### src/uhs_pkg.sv
`default_nettype none
package uhs_pkg;
   // ==========================================================
   // register port
   localparam int unsigned ADDR_W = 3;
   localparam int unsigned DATA_W = 8;

   // ==========================================================
   // register offsets
   localparam logic [2:0] OFS_GEN_CTL = 3'h0;
   localparam logic [2:0] OFS_CTL_A   = 3'h1;
   localparam logic [2:0] OFS_CTL_B   = 3'h2;
   localparam logic [2:0] OFS_DDR_A   = 3'h3;
   localparam logic [2:0] OFS_DDR_B   = 3'h4;
   localparam logic [2:0] OFS_DATA_A  = 3'h5;
   localparam logic [2:0] OFS_DATA_B  = 3'h6;
   localparam logic [2:0] OFS_STATUS  = 3'h7;

   // ==========================================================
   // reset values
   localparam logic [7:0] REG_RST  = 8'h00;
   localparam logic [2:0] CNT_RST  = 3'h0;

   // ==========================================================
   // field positions
   localparam int unsigned CTL_SUB_LO  = 6;
   localparam int unsigned CTL_AUX_LO  = 3;
   localparam int unsigned CTL_AUX_IE  = 2;
   localparam int unsigned CTL_SVC_EN  = 1;
   localparam int unsigned GEN_EN_LO   = 4;
   localparam int unsigned GEN_DMA_SEL = 7;

   // ==========================================================
   // field encodings
   localparam logic [1:0] SUB_DBL_IN  = 2'h0;
   localparam logic [1:0] SUB_DBL_OUT = 2'h1;
   localparam logic [2:0] AUX_NEG     = 3'h4;
   localparam logic [2:0] AUX_ASR     = 3'h5;
   localparam logic [2:0] AUX_ILK     = 3'h6;
   localparam logic [2:0] AUX_PLS     = 3'h7;

   // ==========================================================
   // timing
   localparam logic [2:0] PULSE_CYC = 3'h4;

   typedef enum logic [1:0] {UHS_EMPTY, UHS_ONE, UHS_FULL} uhs_fill_e;
endpackage : uhs_pkg
`default_nettype wire

### src/uhs_in_path.sv
`default_nettype none
module uhs_in_path
   import uhs_pkg::*;
(
   // clock and reset
   input  wire logic       clk_sys_i,
   input  wire logic       rst_i,
   // control
   input  wire logic       path_en_i,
   input  wire logic [2:0] aux_mode_i,
   input  wire logic       aux_sense_i,
   // peripheral side
   input  wire logic       strobe_edge_i,
   input  wire logic [7:0] data_i,
   // host side
   input  wire logic       pop_i,
   output logic      [7:0] final_o,
   output logic            present_o,
   output logic            aux_out_o
);
   // ==========================================================
   // latch pair
   uhs_fill_e  fill_reg;
   uhs_fill_e  fill_next;
   logic [7:0] init_reg;
   logic [7:0] final_reg;
   logic       ready_reg;
   logic       aux_reg;
   logic [2:0] pcnt_reg;

   wire logic hs_out = aux_mode_i[2] & aux_mode_i[1];
   wire logic ilk    = hs_out & ~aux_mode_i[0];
   wire logic accept = path_en_i & strobe_edge_i & (fill_reg != UHS_FULL)
                       & ~(ilk & ~ready_reg);
   wire logic pop_ok = path_en_i & pop_i & (fill_reg != UHS_EMPTY);

   always_comb begin
      case (fill_reg)
         UHS_EMPTY: fill_next = accept ? UHS_ONE : UHS_EMPTY;
         UHS_ONE:   fill_next = (accept == pop_ok) ? UHS_ONE
                                : (accept ? UHS_FULL : UHS_EMPTY);
         UHS_FULL:  fill_next = pop_ok ? UHS_ONE : UHS_FULL;
         default:   fill_next = UHS_EMPTY;
      endcase
      if (!path_en_i) begin
         fill_next = UHS_EMPTY;
      end
   end

   // ==========================================================
   // ready output
   wire logic cond = path_en_i & hs_out & (fill_next != UHS_FULL)
                     & ~strobe_edge_i;
   wire logic [2:0] pcnt_next = !cond ? CNT_RST
                    : (pcnt_reg == PULSE_CYC) ? pcnt_reg : pcnt_reg + 3'h1;
   wire logic ready_next = cond & (ilk | (pcnt_reg < PULSE_CYC));
   wire logic aux_asrt   = (aux_mode_i == AUX_ASR) | (hs_out & ready_next);

   always_ff @(posedge clk_sys_i or posedge rst_i) begin
      if (rst_i) begin
         fill_reg  <= UHS_EMPTY;
         init_reg  <= REG_RST;
         final_reg <= REG_RST;
         ready_reg <= 1'b0;
         aux_reg   <= 1'b0;
         pcnt_reg  <= CNT_RST;
      end else begin
         fill_reg  <= fill_next;
         ready_reg <= ready_next;
         aux_reg   <= ~(aux_sense_i ^ aux_asrt);
         pcnt_reg  <= pcnt_next;
         if (accept && (fill_reg == UHS_EMPTY || pop_ok)) begin
            final_reg <= data_i;
         end else if (accept) begin
            init_reg <= data_i;
         end else if (pop_ok && fill_reg == UHS_FULL) begin
            final_reg <= init_reg;
         end
      end
   end

   assign final_o   = final_reg;
   assign present_o = (fill_reg != UHS_EMPTY);
   assign aux_out_o = aux_reg;
endmodule : uhs_in_path
`default_nettype wire

### src/uhs_port_top.sv
// Operation
// - two ports, independent, three submodes each
// - each port's strobe, latch pair and aux flag gated by its enable
// - dma serves one port, never bit I/O
// - direction bit enables pin output buffer
// - data read/write source set by submode, direction
// - strobe edge captures data into latch pair
// - strobe flag set while unread data held
// - aux control field selects aux pin function
// - aux input edge sets flag; write-one clears
// - interlocked ready drops on strobe, returns later
// - strobes ignored while interlocked ready negated
// - pulsed ready lasts four cycles at most
// - disabled port holds handshake output negated
// - output pins double latched in double-out submode; data writes touch no flags
// - each data read removes one entry
// - control bit 2 gates aux interrupt
// - control bit 1 gates strobe service, dma
// - sense bits set handshake pin polarity
// - disabled port holds latch pair empty
`default_nettype none
module uhs_port_top
   import uhs_pkg::*;
(
   // clock and reset
   input  wire logic              clk_sys_i,
   input  wire logic              rst_i,
   // register port
   input  wire logic [ADDR_W-1:0] reg_addr_i,
   input  wire logic [DATA_W-1:0] reg_wdata_i,
   input  wire logic              reg_wr_i,
   input  wire logic              reg_rd_i,
   output logic      [DATA_W-1:0] reg_rdata_o,
   // port a pins
   input  wire logic [7:0]        port_a_data_i,
   output logic      [7:0]        port_a_data_o,
   output logic      [7:0]        port_a_data_oe_o,
   input  wire logic              port_a_strobe_in_i,
   input  wire logic              port_a_aux_handshake_i,
   output logic                   port_a_aux_handshake_o,
   output logic                   port_a_aux_handshake_oe_o,
   // port b pins
   input  wire logic [7:0]        port_b_data_i,
   output logic      [7:0]        port_b_data_o,
   output logic      [7:0]        port_b_data_oe_o,
   input  wire logic              port_b_strobe_in_i,
   input  wire logic              port_b_aux_handshake_i,
   output logic                   port_b_aux_handshake_o,
   output logic                   port_b_aux_handshake_oe_o,
   // requests
   output logic                   dma_request_out_o,
   output logic                   service_request_o
);
   // ==========================================================
   // shared registers
   logic [7:0] gen_reg;
   logic [7:0] rdata_reg;
   logic       dma_reg;
   logic       svc_reg;

   wire logic [7:0] pin_in [2];
   wire logic       stb_pin [2];
   wire logic       aux_pin [2];
   wire logic [7:0] ctl_w [2];
   wire logic [7:0] ddr_w [2];
   wire logic [7:0] fol_w [2];
   wire logic [7:0] rd_w [2];
   wire logic       present_w [2];
   wire logic       aux_flag_w [2];
   wire logic       aux_out_w [2];
   wire logic       aux_oe_w [2];
   wire logic       edge_w [2];
   wire logic       aux_edge_w [2];
   wire logic       hs_en_w [2];
   wire logic       pop_w [2];
   wire logic       wr_data_w [2];

   assign pin_in[0]  = port_a_data_i;
   assign pin_in[1]  = port_b_data_i;
   assign stb_pin[0] = port_a_strobe_in_i;
   assign stb_pin[1] = port_b_strobe_in_i;
   assign aux_pin[0] = port_a_aux_handshake_i;
   assign aux_pin[1] = port_b_aux_handshake_i;

   // ==========================================================
   // write decode
   wire logic wr_gen  = reg_wr_i & (reg_addr_i == OFS_GEN_CTL);
   wire logic wr_stat = reg_wr_i & (reg_addr_i == OFS_STATUS);

   always_ff @(posedge clk_sys_i or posedge rst_i) begin
      if (rst_i) begin
         gen_reg <= REG_RST;
      end else if (wr_gen) begin
         gen_reg <= reg_wdata_i;
      end
   end

   // ==========================================================
   // per-port logic
   genvar p;
   generate
      for (p = 0; p < 2; p++) begin : g_port
         localparam logic [2:0] OFS_CTL  = (p == 0) ? OFS_CTL_A : OFS_CTL_B;
         localparam logic [2:0] OFS_DDR  = (p == 0) ? OFS_DDR_A : OFS_DDR_B;
         localparam logic [2:0] OFS_DATA = (p == 0) ? OFS_DATA_A : OFS_DATA_B;

         logic [7:0] ctl_reg;
         logic [7:0] ddr_reg;
         logic [7:0] fol_reg;
         logic [7:0] iol_reg;
         logic       stb_lvl_reg;
         logic       aux_lvl_reg;
         logic       aux_flag_reg;
         logic       aux_oe_reg;
         logic [7:0] final_input_latch;

         wire logic [1:0] sub   = ctl_reg[CTL_SUB_LO +: 2];
         wire logic [2:0] auxm  = ctl_reg[CTL_AUX_LO +: 3];
         wire logic       hs_en = gen_reg[GEN_EN_LO + p];
         wire logic       s_stb = gen_reg[2 * p];
         wire logic       s_aux = gen_reg[2 * p + 1];

         // asserted level follows the sense bit
         wire logic stb_lvl  = ~(stb_pin[p] ^ s_stb);
         wire logic aux_lvl  = ~(aux_pin[p] ^ s_aux);
         wire logic stb_edge = stb_lvl & ~stb_lvl_reg;
         wire logic aux_edge = aux_lvl & ~aux_lvl_reg;

         wire logic wr_ctl  = reg_wr_i & (reg_addr_i == OFS_CTL);
         wire logic wr_ddr  = reg_wr_i & (reg_addr_i == OFS_DDR);
         wire logic wr_data = reg_wr_i & (reg_addr_i == OFS_DATA);
         wire logic pop     = reg_rd_i & (reg_addr_i == OFS_DATA);
         wire logic path_en = hs_en & (sub == SUB_DBL_IN);

         // aux status flag: set wins over clear
         wire logic flag_set  = aux_edge & ~auxm[2] & hs_en;
         wire logic flag_clr  = wr_stat & reg_wdata_i[2 * p + 1];
         wire logic flag_hold = ~hs_en | auxm[2];
         wire logic flag_next = flag_set | (aux_flag_reg & ~flag_clr & ~flag_hold);

         // read source per bit
         wire logic [7:0] src = (sub == SUB_DBL_IN) ? final_input_latch : pin_in[p];
         wire logic [7:0] rd  = (ddr_reg & fol_reg) | (~ddr_reg & src);

         always_ff @(posedge clk_sys_i or posedge rst_i) begin
            if (rst_i) begin
               ctl_reg      <= REG_RST;
               ddr_reg      <= REG_RST;
               fol_reg      <= REG_RST;
               iol_reg      <= REG_RST;
               stb_lvl_reg  <= 1'b0;
               aux_lvl_reg  <= 1'b0;
               aux_flag_reg <= 1'b0;
               aux_oe_reg   <= 1'b0;
            end else begin
               stb_lvl_reg  <= stb_lvl;
               aux_lvl_reg  <= aux_lvl;
               aux_flag_reg <= flag_next;
               aux_oe_reg   <= auxm[2];
               if (wr_ctl) begin
                  ctl_reg <= reg_wdata_i;
               end
               if (wr_ddr) begin
                  ddr_reg <= reg_wdata_i;
               end
               if (wr_data && sub == SUB_DBL_OUT) begin
                  iol_reg <= reg_wdata_i;
               end else if (wr_data) begin
                  fol_reg <= reg_wdata_i;
               end
               if (!wr_data && stb_edge && hs_en && sub == SUB_DBL_OUT) begin
                  fol_reg <= iol_reg;
               end
            end
         end

         uhs_in_path u_in (
            .clk_sys_i     (clk_sys_i),
            .rst_i         (rst_i),
            .path_en_i     (path_en),
            .aux_mode_i    (auxm),
            .aux_sense_i   (s_aux),
            .strobe_edge_i (stb_edge),
            .data_i        (pin_in[p]),
            .pop_i         (pop),
            .final_o       (final_input_latch),
            .present_o     (present_w[p]),
            .aux_out_o     (aux_out_w[p])
         );

         assign ctl_w[p]      = ctl_reg;
         assign ddr_w[p]      = ddr_reg;
         assign fol_w[p]      = fol_reg;
         assign rd_w[p]       = rd;
         assign aux_flag_w[p] = aux_flag_reg;
         assign aux_oe_w[p]   = aux_oe_reg;
         assign edge_w[p]     = stb_edge;
         assign aux_edge_w[p] = aux_edge;
         assign hs_en_w[p]    = hs_en;
         assign pop_w[p]      = pop;
         assign wr_data_w[p]  = wr_data;
      end
   endgenerate

   // ==========================================================
   // status and read mux
   wire logic [7:0] stat = {4'h0, aux_flag_w[1], present_w[1],
                            aux_flag_w[0], present_w[0]};
   wire logic [7:0] rd_mux =
        (reg_addr_i == OFS_GEN_CTL) ? gen_reg
      : (reg_addr_i == OFS_CTL_A)   ? ctl_w[0]
      : (reg_addr_i == OFS_CTL_B)   ? ctl_w[1]
      : (reg_addr_i == OFS_DDR_A)   ? ddr_w[0]
      : (reg_addr_i == OFS_DDR_B)   ? ddr_w[1]
      : (reg_addr_i == OFS_DATA_A)  ? rd_w[0]
      : (reg_addr_i == OFS_DATA_B)  ? rd_w[1]
      : stat;

   // ==========================================================
   // dma and service requests
   wire logic       dsel  = gen_reg[GEN_DMA_SEL];
   wire logic [7:0] dctl  = dsel ? ctl_w[1] : ctl_w[0];
   wire logic       dma_next = (dsel ? present_w[1] : present_w[0])
                      & (dsel ? hs_en_w[1] : hs_en_w[0])
                      & dctl[CTL_SVC_EN] & ~dctl[CTL_SUB_LO + 1];
   wire logic aux_irq = (aux_flag_w[0] & ctl_w[0][CTL_AUX_IE])
                      | (aux_flag_w[1] & ctl_w[1][CTL_AUX_IE]);
   wire logic stb_irq = (present_w[0] & ctl_w[0][CTL_SVC_EN] & dsel)
                      | (present_w[1] & ctl_w[1][CTL_SVC_EN] & ~dsel);

   always_ff @(posedge clk_sys_i or posedge rst_i) begin
      if (rst_i) begin
         rdata_reg <= REG_RST;
         dma_reg   <= 1'b0;
         svc_reg   <= 1'b0;
      end else begin
         rdata_reg <= reg_rd_i ? rd_mux : REG_RST;
         dma_reg   <= dma_next;
         svc_reg   <= aux_irq | stb_irq;
      end
   end

   // ==========================================================
   // outputs
   assign reg_rdata_o               = rdata_reg;
   assign port_a_data_o             = fol_w[0];
   assign port_a_data_oe_o          = ddr_w[0];
   assign port_a_aux_handshake_o    = aux_out_w[0];
   assign port_a_aux_handshake_oe_o = aux_oe_w[0];
   assign port_b_data_o             = fol_w[1];
   assign port_b_data_oe_o          = ddr_w[1];
   assign port_b_aux_handshake_o    = aux_out_w[1];
   assign port_b_aux_handshake_oe_o = aux_oe_w[1];
   assign dma_request_out_o         = dma_reg;
   assign service_request_o         = svc_reg;

   wire logic [2:0] auxm_a = ctl_w[0][CTL_AUX_LO +: 3];
   wire logic       asrt_a = ~(port_a_aux_handshake_o ^ gen_reg[1]);
   logic [2:0]      run_a;

   always_ff @(posedge clk_sys_i or posedge rst_i) begin
      if (rst_i) begin
         run_a <= CNT_RST;
      end else if (!asrt_a) begin
         run_a <= CNT_RST;
      end else if (run_a != 3'h7) begin
         run_a <= run_a + 3'h1;
      end
   end
endmodule : uhs_port_top
`default_nettype wire

### config.mk
export PLATFORM = sky130hd
export DESIGN_NAME = uhs_port_top
export DESIGN_NICKNAME = d
export VERILOG_FILES = /design/src/uhs_pkg.sv /design/src/uhs_in_path.sv /design/src/uhs_port_top.sv
export SDC_FILE = /design/constraint.sdc
export NUM_CORES = 1
export LEC_CHECK = 0
export ABC_AREA = 0
export BUFFER_PORTS_ARGS = -buffer_cell sky130_fd_sc_hd__buf_2
export CORE_UTILIZATION = 50
export DETAILED_ROUTE_END_ITERATION = 8
export PLACE_DENSITY = 0.67
export SETUP_SLACK_MARGIN = 0.05
export SYNTH_ARGS = -nofsm -noshare
export SYNTH_HDL_FRONTEND = slang
export SYNTH_SLANG_ARGS = --single-unit
### constraint.sdc
create_clock -name clk_sys_i -period 8.5 [get_ports clk_sys_i]
set_input_delay 0.85 -clock clk_sys_i [delete_from_list [all_inputs] [get_ports clk_sys_i]]
set_output_delay 0.85 -clock clk_sys_i [all_outputs]
set_load 0.03 [all_outputs]
# Word-level counts from Yosys, hierarchy flattened
# Index checks and enable logic that the tools add are counted.
# op_classes
magnitude_cmp,2
add_sub_neg,2
mux,41
n_eq_ne,29
bitwise_logic,116
n_reduce_logical,33
# op_table
operator,count
$mux W8,23
$and A1 B1 Y1,61
$and A8 B8 Y8,4
$not A1 Y1,30
$eq A3 B3 Y1 const B,8
$mux W2,8
$ne A2 B2 Y1 const B,8
$not A8 Y8,2
$or A8 B8 Y8,2
$logic_and A1 B1 Y1,12
$mux W3,4
$pmux W2 S3,2
$reduce_and A2 Y1,6
$reduce_bool A2 Y1,6
$or A1 B1 Y1,11
$eq A2 B1 Y1 const B,4
$logic_not A2 Y1,4
$add A3 B1 Y3 const B,2
$eq A3 B2 Y1 const B,2
$lt A3 B3 Y1 const B,2
$xor A1 B1 Y1,6
$eq A2 B2 Y1 const B,2
$mux W1,4
$ne A2 B1 Y1 const B,2
other kinds (5),8
# totals
in_bits,35
ff_bits,136
wordCells,255
output_inout_bits,46

# Depth between registers and ports, before layout
# Gate-level depths: netlist (run 1).
# logic_depth
depth_word,18
ltp_mapped,10
depth_no_buf,9

# Modules after synthesis
# A second synthesis (run 1) with hierarchy kept.
# hier_totals
hier_cells,591
hier_area_um2,6960.4
# modules_own_cells
mod,n_inst,seq_area_each_um2,cells_per_inst,area_per_inst_um2
uhs_port_top,1,2252.2,381,4519.3
uhs_in_path (g_port[0].u_in),1,575.6,113,1277.5
uhs_in_path (g_port[1].u_in),1,575.6,97,1163.6

# Worst setup path after synthesis (run 1)
# No wires, ideal clock.
# synth_path
path_kind,input -> register
start,in reg_addr_i[1]
end,reg g_port[1].u_in.pcnt_reg[2]
required_ns,8.414
setup_time_ns,0.086
n_path_buf,1
t_arrival_ns,2.773
path_stages,9
setup_slack_ns,5.642
path_cell_list,clkbuf_1 > nand4b_1 > or3_2 > ha_1 > and3b_1 > a21oi_1 > a21oi_1 > or2_2 > nor3_1
# synth_between
elab_chain_cells,12
word_cells_on_any_way,14
cone_classes,4 x eq/ne; 5 x mux; 5 x bitwise
# synth_lines
item,line,source
"start, declared",uhs_port_top.sv:29,"input wire logic [ADDR_W-1:0] reg_addr_i,"
$eq A3 B3 Y1 (*),uhs_port_top.sv:132,wire logic pop = reg_rd_i & (reg_addr_i == OFS_DATA);
$and A1 B1 Y1 (*),uhs_port_top.sv:132,
$and A1 B1 Y1 (*) (2 in series),uhs_in_path.sv:35,wire logic pop_ok = path_en_i & pop_i & (fill_reg != UHS_EMPTY);
$eq A1 B1 Y1,uhs_in_path.sv:40,UHS_ONE: fill_next = (accept == pop_ok) ? UHS_ONE
$mux W2,uhs_in_path.sv:40,
$pmux W2 S3 (*),uhs_in_path.sv:38,case (fill_reg)
$mux W2 (*),uhs_in_path.sv:45,if (!path_en_i) begin
$ne A2 B2 Y1 (*),uhs_in_path.sv:52,wire logic cond = path_en_i & hs_out & (fill_next != UHS_FULL)
$and A1 B1 Y1 (*),uhs_in_path.sv:52,
$and A1 B1 Y1 (*),uhs_in_path.sv:53,& ~strobe_edge_i;
$ne A2 B2 Y1 (no source line) or $mux W3 (tied branches),n/a,
"end signal, assigned",uhs_in_path.sv:71,pcnt_reg <= pcnt_next;
"end, declared",uhs_in_path.sv:29,logic [2:0] pcnt_reg;
# Every way passes the cells marked *; elsewhere a longest branch is shown, timed or not.
# A chain may end at the register's enable or synchronous reset.

# Final worst setup path (run 1)
# layout_path
start,in reg_addr_i[0]
end,reg g_port[0].u_in.aux_reg
# layout_between
elab_chain_cells,16
word_cells_on_any_way,17
cone_classes,3 x eq/ne; 4 x mux; 10 x bitwise
# layout_lines
item,line,source
$eq A3 B3 Y1 (*),uhs_port_top.sv:132,
$and A1 B1 Y1 (*),uhs_port_top.sv:132,
$and A1 B1 Y1 (*) (2 in series),uhs_in_path.sv:35,
$eq A1 B1 Y1,uhs_in_path.sv:40,
$mux W2,uhs_in_path.sv:40,
$pmux W2 S3 (*),uhs_in_path.sv:38,
$mux W2 (*),uhs_in_path.sv:45,
$ne A2 B2 Y1 (*),uhs_in_path.sv:52,
$and A1 B1 Y1 (*),uhs_in_path.sv:52,
$and A1 B1 Y1 (*),uhs_in_path.sv:53,
$and A1 B1 Y1 (*),uhs_in_path.sv:56,wire logic ready_next = cond & (ilk | (pcnt_reg < PULSE_CYC));
net g_port[0].u_in.ready_next,uhs_in_path.sv:56,
$and A1 B1 Y1 (*),uhs_in_path.sv:57,wire logic aux_asrt = (aux_mode_i == AUX_ASR) | (hs_out & ready_next);
$or A1 B1 Y1 (*),uhs_in_path.sv:57,
$xor A1 B1 Y1 (*),uhs_in_path.sv:70,aux_reg <= ~(aux_sense_i ^ aux_asrt);
$not A1 Y1 (*),uhs_in_path.sv:70,
"end signal, assigned",uhs_in_path.sv:70,
"end, declared",uhs_in_path.sv:28,logic aux_reg;
# Mark *: on every way through the listed nets, which the timed path passes. The rest lies on a longest branch.

==> results of run 1 <==
## power by group
group          switching [mW]  internal [mW]
sequential              0.157          0.816
combinational           0.345          0.237
clock                   0.267          0.475
## path summary, 6_finish.rpt
path                            slack [ns]  cells past startpoint                         to
worst min register to register        0.47                      1  g_port[1].u_in.final_o[7]
max in group asynchronous             6.61                      3       g_port[1].ctl_reg[0]
worst max-delay path                  5.34                     10   g_port[0].u_in.aux_out_o
worst min-delay path                  0.47                      1  g_port[1].u_in.final_o[7]
worst max register to register        5.35                      9   g_port[0].u_in.aux_out_o
min in group asynchronous             0.50                      2        port_a_data_oe_o[4]
## per-stage QoR
stage          power (mW)  hold WS [ns]  std cells  cell area, um2  worst slack (ns)
3_5_place_dp         1.56         0.464        828            7320              4.98
2_1_floorplan        1.35         0.429        596            6800              4.01
4_1_cts              2.31         0.477        859            7920              5.42
6_report             2.30         0.474        859            7920              5.34
5_1_grt              2.40         0.485        859            7920              5.18
3_3_place_gp         1.54         0.453        828            7320              5.02
## cells in the mapped netlist, drive strengths merged, types with 3 or more instances
cell type and count:
a211oi 3, and3 3, a21boi 3, o211ai 6, mux2 76, ha 6, clkbuf 17, nand4b 3
o22ai 5, xor2 4, nor3b 4, nand2 38, mux2i 18, a31oi 9, buf 8, nand3 6
or3 3, nand2b 9, a21o 30, dfrtp 136, nand4 6, a22oi 6, a21oi 20, inv 18
nor2 43, xnor2 4, a22o 28, nor2b 7, o31ai 6, o21ai 23, nor3 6, o21a 3
## cell type report
cell class                 instances  area share [%]
timing repair buffer              81            5.15
inverter                          19           0.963
clock inverter                     7            1.14
clock buffer                      24            6.46
sequential                       136            42.9
tap                              176            2.78
multi-input combinational        416            40.6
## layer usage
layer	GRT usage, %	vias to the layer above	share of wire [%]
li1	-	2347	-
met1	38.3	2572	44
met2	40.2	211	44
met3	8.83	30	9.1
met4	11.2	0	2.3
met5	0	-	0
## cells by family (layout without fill, tap and decap cells)
kind of cell	count (synthesis)	in the layout	share of synthesized area (%)
AO/OA/AOI/OAI	160	160	16.9
AND/OR/NAND/NOR	147	147	12.7
flip-flops	136	136	50.0
multiplexers	95	95	15.6
buffers and inverters	44	131	2.72
XOR/XNOR	8	8	1.03
adder cells (fa/ha/maj)	6	6	1.10
==> out/qor.yml, run 1 <==
worst_pin_slew_ns: 1.25
syn2layout_area_growth_pct: 16.5
synthFlopType: "dfrtp_1"
crit_type: "primary input to register"
via_count: 5160
cts_buffers: 17
synth_top_cells_by_area: "dfrtp_1 50%, mux2_2 13%, a21o_1 3.3%, mux2i_1 2.6%, a22o_1 2.6%"
path_clk_slew_ns: 0.06
cpPeakStageDelay_ns: 0.56
synth_nets: 637
rows: 42
seq_area_frac_synth_pct: 50.0
critPathRequiredTime_ns: 8.80
worstReg2RegStart: "g_port[0].ctl_reg[7]"
fin_util_pct: 59.8
finish.net_count: 712
synth.distinct_cells: 73
io_pins: 81
cp_max_fo: 35
synth_seq_cells: 136
multi_input_area_um2: 3210
final-hold-violation-count: 0
synth_top_area_cell: "dfrtp_1"
drive_above_1_share_pct: 31.3
finalSetupViolCount: 0
drv_cap: 0
path_cells: "buf_2, nor2b_1, nand3_1, or3_1, ha_1, nand4bb_1, o21ai_0, nor4b_1, o21ai_0, xor2_1"
core_um2: 13200
crit_family: "simple AND/OR/NAND/NOR gates"
setup_tns_ns: 0
routabilityCongestion: 0.857
hold_buffers: 0
synth_warnings: 0
final_cell_mix: "136 x dfrtp_1, 80 x buf_2, 76 x mux2_2"
slew_violations: 0
grt_setup_unrepaired: "false"
grt_pass1_vias: 5102
netlist.area_leader.share_pct: 50.0
hpwl_um: 13000
cts_max_level: 4
drt-vias-per-instance: 6.01
max-vdd-ir-drop_uv: 179
async_flop_share_pct: 100
run_status: "complete, no violations"
power_density_nw_per_um2: 290
clock_latency_ns: 0.43
detail-route-antenna-nets: 0
n_antenna_cell: 0
postCtsSetupRepairBufs: 0
skew_ns: 0.0114
antenna_found_initial: 0
num-fill-cells: 1140
postSynthAreaPerCell_um2: 11.4
drtIter0Drc: 426
critPathLaunchType: "primary input"
drc: 0
syn_area_um2: 6800
synth-edff-count: 0
fp.dieW_um: 119
crit_path_start: "reg_addr_i[0]"
cp_slowest_cell: "buf_2"
routed_wl_um: 18200
arrival_ns: 3.47
die_y_um: 119
grt_pass1_wl_um: 29000
drt-wirelength-per-cell_um: 21.2
clock_path_buffers: 2
final_common_cell: "dfrtp_1"
cellLeakagePower_nw: 3.79
maxSlewHeadroom_pct: 15.7
root_buffer: "clkbuf_16"
worst_setup_path_end_kind: "register"
fin_crit_ns: 3.16
overflow: 0
grt_use_total_pct: 27.7
synthCells: 596
grt_max_degree: 72
crit_buf_inv: 1
die_area_um2: 14100
io_buffers: 80
post-route-period-util_pct: 37.2
path_common_cell: "o21ai_0"
drt_first_pass_iters: 5
cts_resized: 0
tritoncts: "built"
fmax_mhz: 316
cts_sinks: 136
min_path_type: "register to register"
seq_area_um2: 3400
start_util_pct: 51.4
min_from: "g_port[1].u_in.final_o[7]"
(Power assumes the default switching activity.)
==> inputs of run 2 (changes only) <==
==> constraint.sdc (replaced) <==
create_clock -name clk_sys_i -period 3.3 [get_ports clk_sys_i]
set_input_delay 0.33 -clock clk_sys_i [delete_from_list [all_inputs] [get_ports clk_sys_i]]
set_output_delay 0.33 -clock clk_sys_i [all_outputs]
set_load 0.03 [all_outputs]
==> out/qor.yml, run 2 (synthesis results as in run 1) <==
critPathLaunchType: "register"
drt-wirelength-per-cell_um: 21.4
n_antenna_cell: 0
start_util_pct: 51.4
skew_ns: 0.00755
cellLeakagePower_nw: 3.84
critPathRequiredTime_ns: 3.60
cts_resized: 0
fin_crit_ns: 2.85
grt_pass1_vias: 5307
cp_slowest_cell: "or4_1"
tritoncts: "built"
cts_sinks: 136
routed_wl_um: 18700
routabilityCongestion: 0.932
hpwl_um: 13400
path_clk_slew_ns: 0.06
final_common_cell: "dfrtp_1"
core_um2: 13200
root_buffer: "clkbuf_16"
final-hold-violation-count: 0
max-vdd-ir-drop_uv: 567
detail-route-antenna-nets: 0
arrival_ns: 3.15
io_pins: 81
fmax_mhz: 351
drc: 0
maxSlewHeadroom_pct: 39.7
die_area_um2: 14100
slew_violations: 0
overflow: 0
crit_buf_inv: 0
worst_pin_slew_ns: 0.900
die_y_um: 119
grt_use_total_pct: 28.4
drv_cap: 0
drive_above_1_share_pct: 32.6
grt_setup_unrepaired: "false"
post-route-period-util_pct: 86.4
final_cell_mix: "136 x dfrtp_1, 80 x buf_2, 76 x mux2_2"
cp_max_fo: 11
place_ws_ns: 0.483
io_buffers: 80
drt-vias-per-instance: 6.07
fp.dieW_um: 119
syn2layout_area_growth_pct: 17.9
finalSetupViolCount: 0
run_status: "complete, no violations"
drtIter0Drc: 402
crit_type: "register to register"
cts_max_level: 4
clock_path_buffers: 2
power_density_nw_per_um2: 739
via_count: 5290
fin_ws_ns: 0.448
rows: 42
antenna_found_initial: 0
min_path_type: "primary input to register"
r2r_setup_slack_ns: 0.45
cts_buffers: 17
finish.net_count: 724
drt_first_pass_iters: 6
grt_pass1_wl_um: 29900
worst_setup_path_end_kind: "register"
clock_latency_ns: 0.43
cpPeakStageDelay_ns: 0.54
path_cells: "or3b_4, or4_1, nor2_1, ha_1, nand4bb_1, o21ai_0, nor4b_1, o21ai_0, xor2_1"
crit_family: "simple AND/OR/NAND/NOR gates"
setup_tns_ns: 0
grt_max_degree: 83
path_common_cell: "o21ai_0"
-- run 2: routing by layer --
metal  track usage, %  wire [um]  up-vias
met5                0          0        -
met4             11.6        566        0
met3             6.56       1300       45
met2             42.5       8380      214
met1             39.6       8410     2636
li1                 -          -     2395
-- run 2: layout make-up --
| class | instances | area, um2 |
|---|---|---|
| clock buffer | 19 | 453 |
| multi-input combinational | 416 | 3210 |
| tap | 176 | 220 |
| timing repair buffer | 93 | 513 |
| inverter | 19 | 75.1 |
| sequential | 136 | 3400 |
| clock inverter | 13 | 143 |
| fill | 1143 | 5220 |
-- run 2: power by group --
part | total (mW) | leakage, nW | internal [mW] | switching, mW
Sequential | 2.50 | 1.74 | 2.10 | 0.397
Clock | 1.90 | 0.291 | 1.16 | 0.746
Combinational | 1.53 | 1.82 | 0.624 | 0.904
Total | 5.93 | 3.84 | 3.88 | 2.05
-- run 2: through the flow --
| step | hold WS [ns] | utilization, % | cells | power [mW] | cell area (um2) |
|---|---|---|---|---|---|
| 4_1_cts | 0.106 | 60.6 | 872 | 5.95 | 8020 |
| 3_5_place_dp | 0.275 | 56.0 | 839 | 4.04 | 7420 |
| 2_1_floorplan | 0.429 | - | 596 | 3.47 | 6810 |
| 3_3_place_gp | 0.271 | 56.0 | 839 | 3.99 | 7420 |
| 5_1_grt | 0.109 | 60.6 | 872 | 6.20 | 8020 |
| 6_report | 0.115 | 60.6 | 872 | 5.93 | 8020 |
-- run 2: worst reg2reg max path, stage by stage, from the launching register on --
cell and delay, ns:
dfrtp_1 0.50, or3b_4 0.47, or4_1 0.54, nor2_1 0.11, ha_1 0.16, nand4bb_1 0.13
o21ai_0 0.10, nor4b_1 0.38, o21ai_0 0.18, xor2_1 0.16
-- run 2: final timing paths --
kind | depth (start not counted) | endpoint | start
max | 9 | g_port[0].u_in.aux_out_o | g_port[0].ctl_reg[7]
min | 2 | g_port[0].aux_lvl_reg | port_a_aux_handshake_i
max reg2reg | 9 | g_port[0].u_in.aux_out_o | g_port[0].ctl_reg[7]
min reg2reg | 1 | g_port[0].u_in.final_o[7] | g_port[0].u_in.final_o[7]
max in group asynchronous | 4 | reg_rdata_o[4] | rst_i
min in group asynchronous | 3 | g_port[0].u_in.init_reg[2] | rst_i
-- run 2: timing repair --
action	CTS	global route
setup endpoints to repair	0	0
hold buffers	1	0
endpoints found under the hold margin	7	0
buffers inserted	0	0
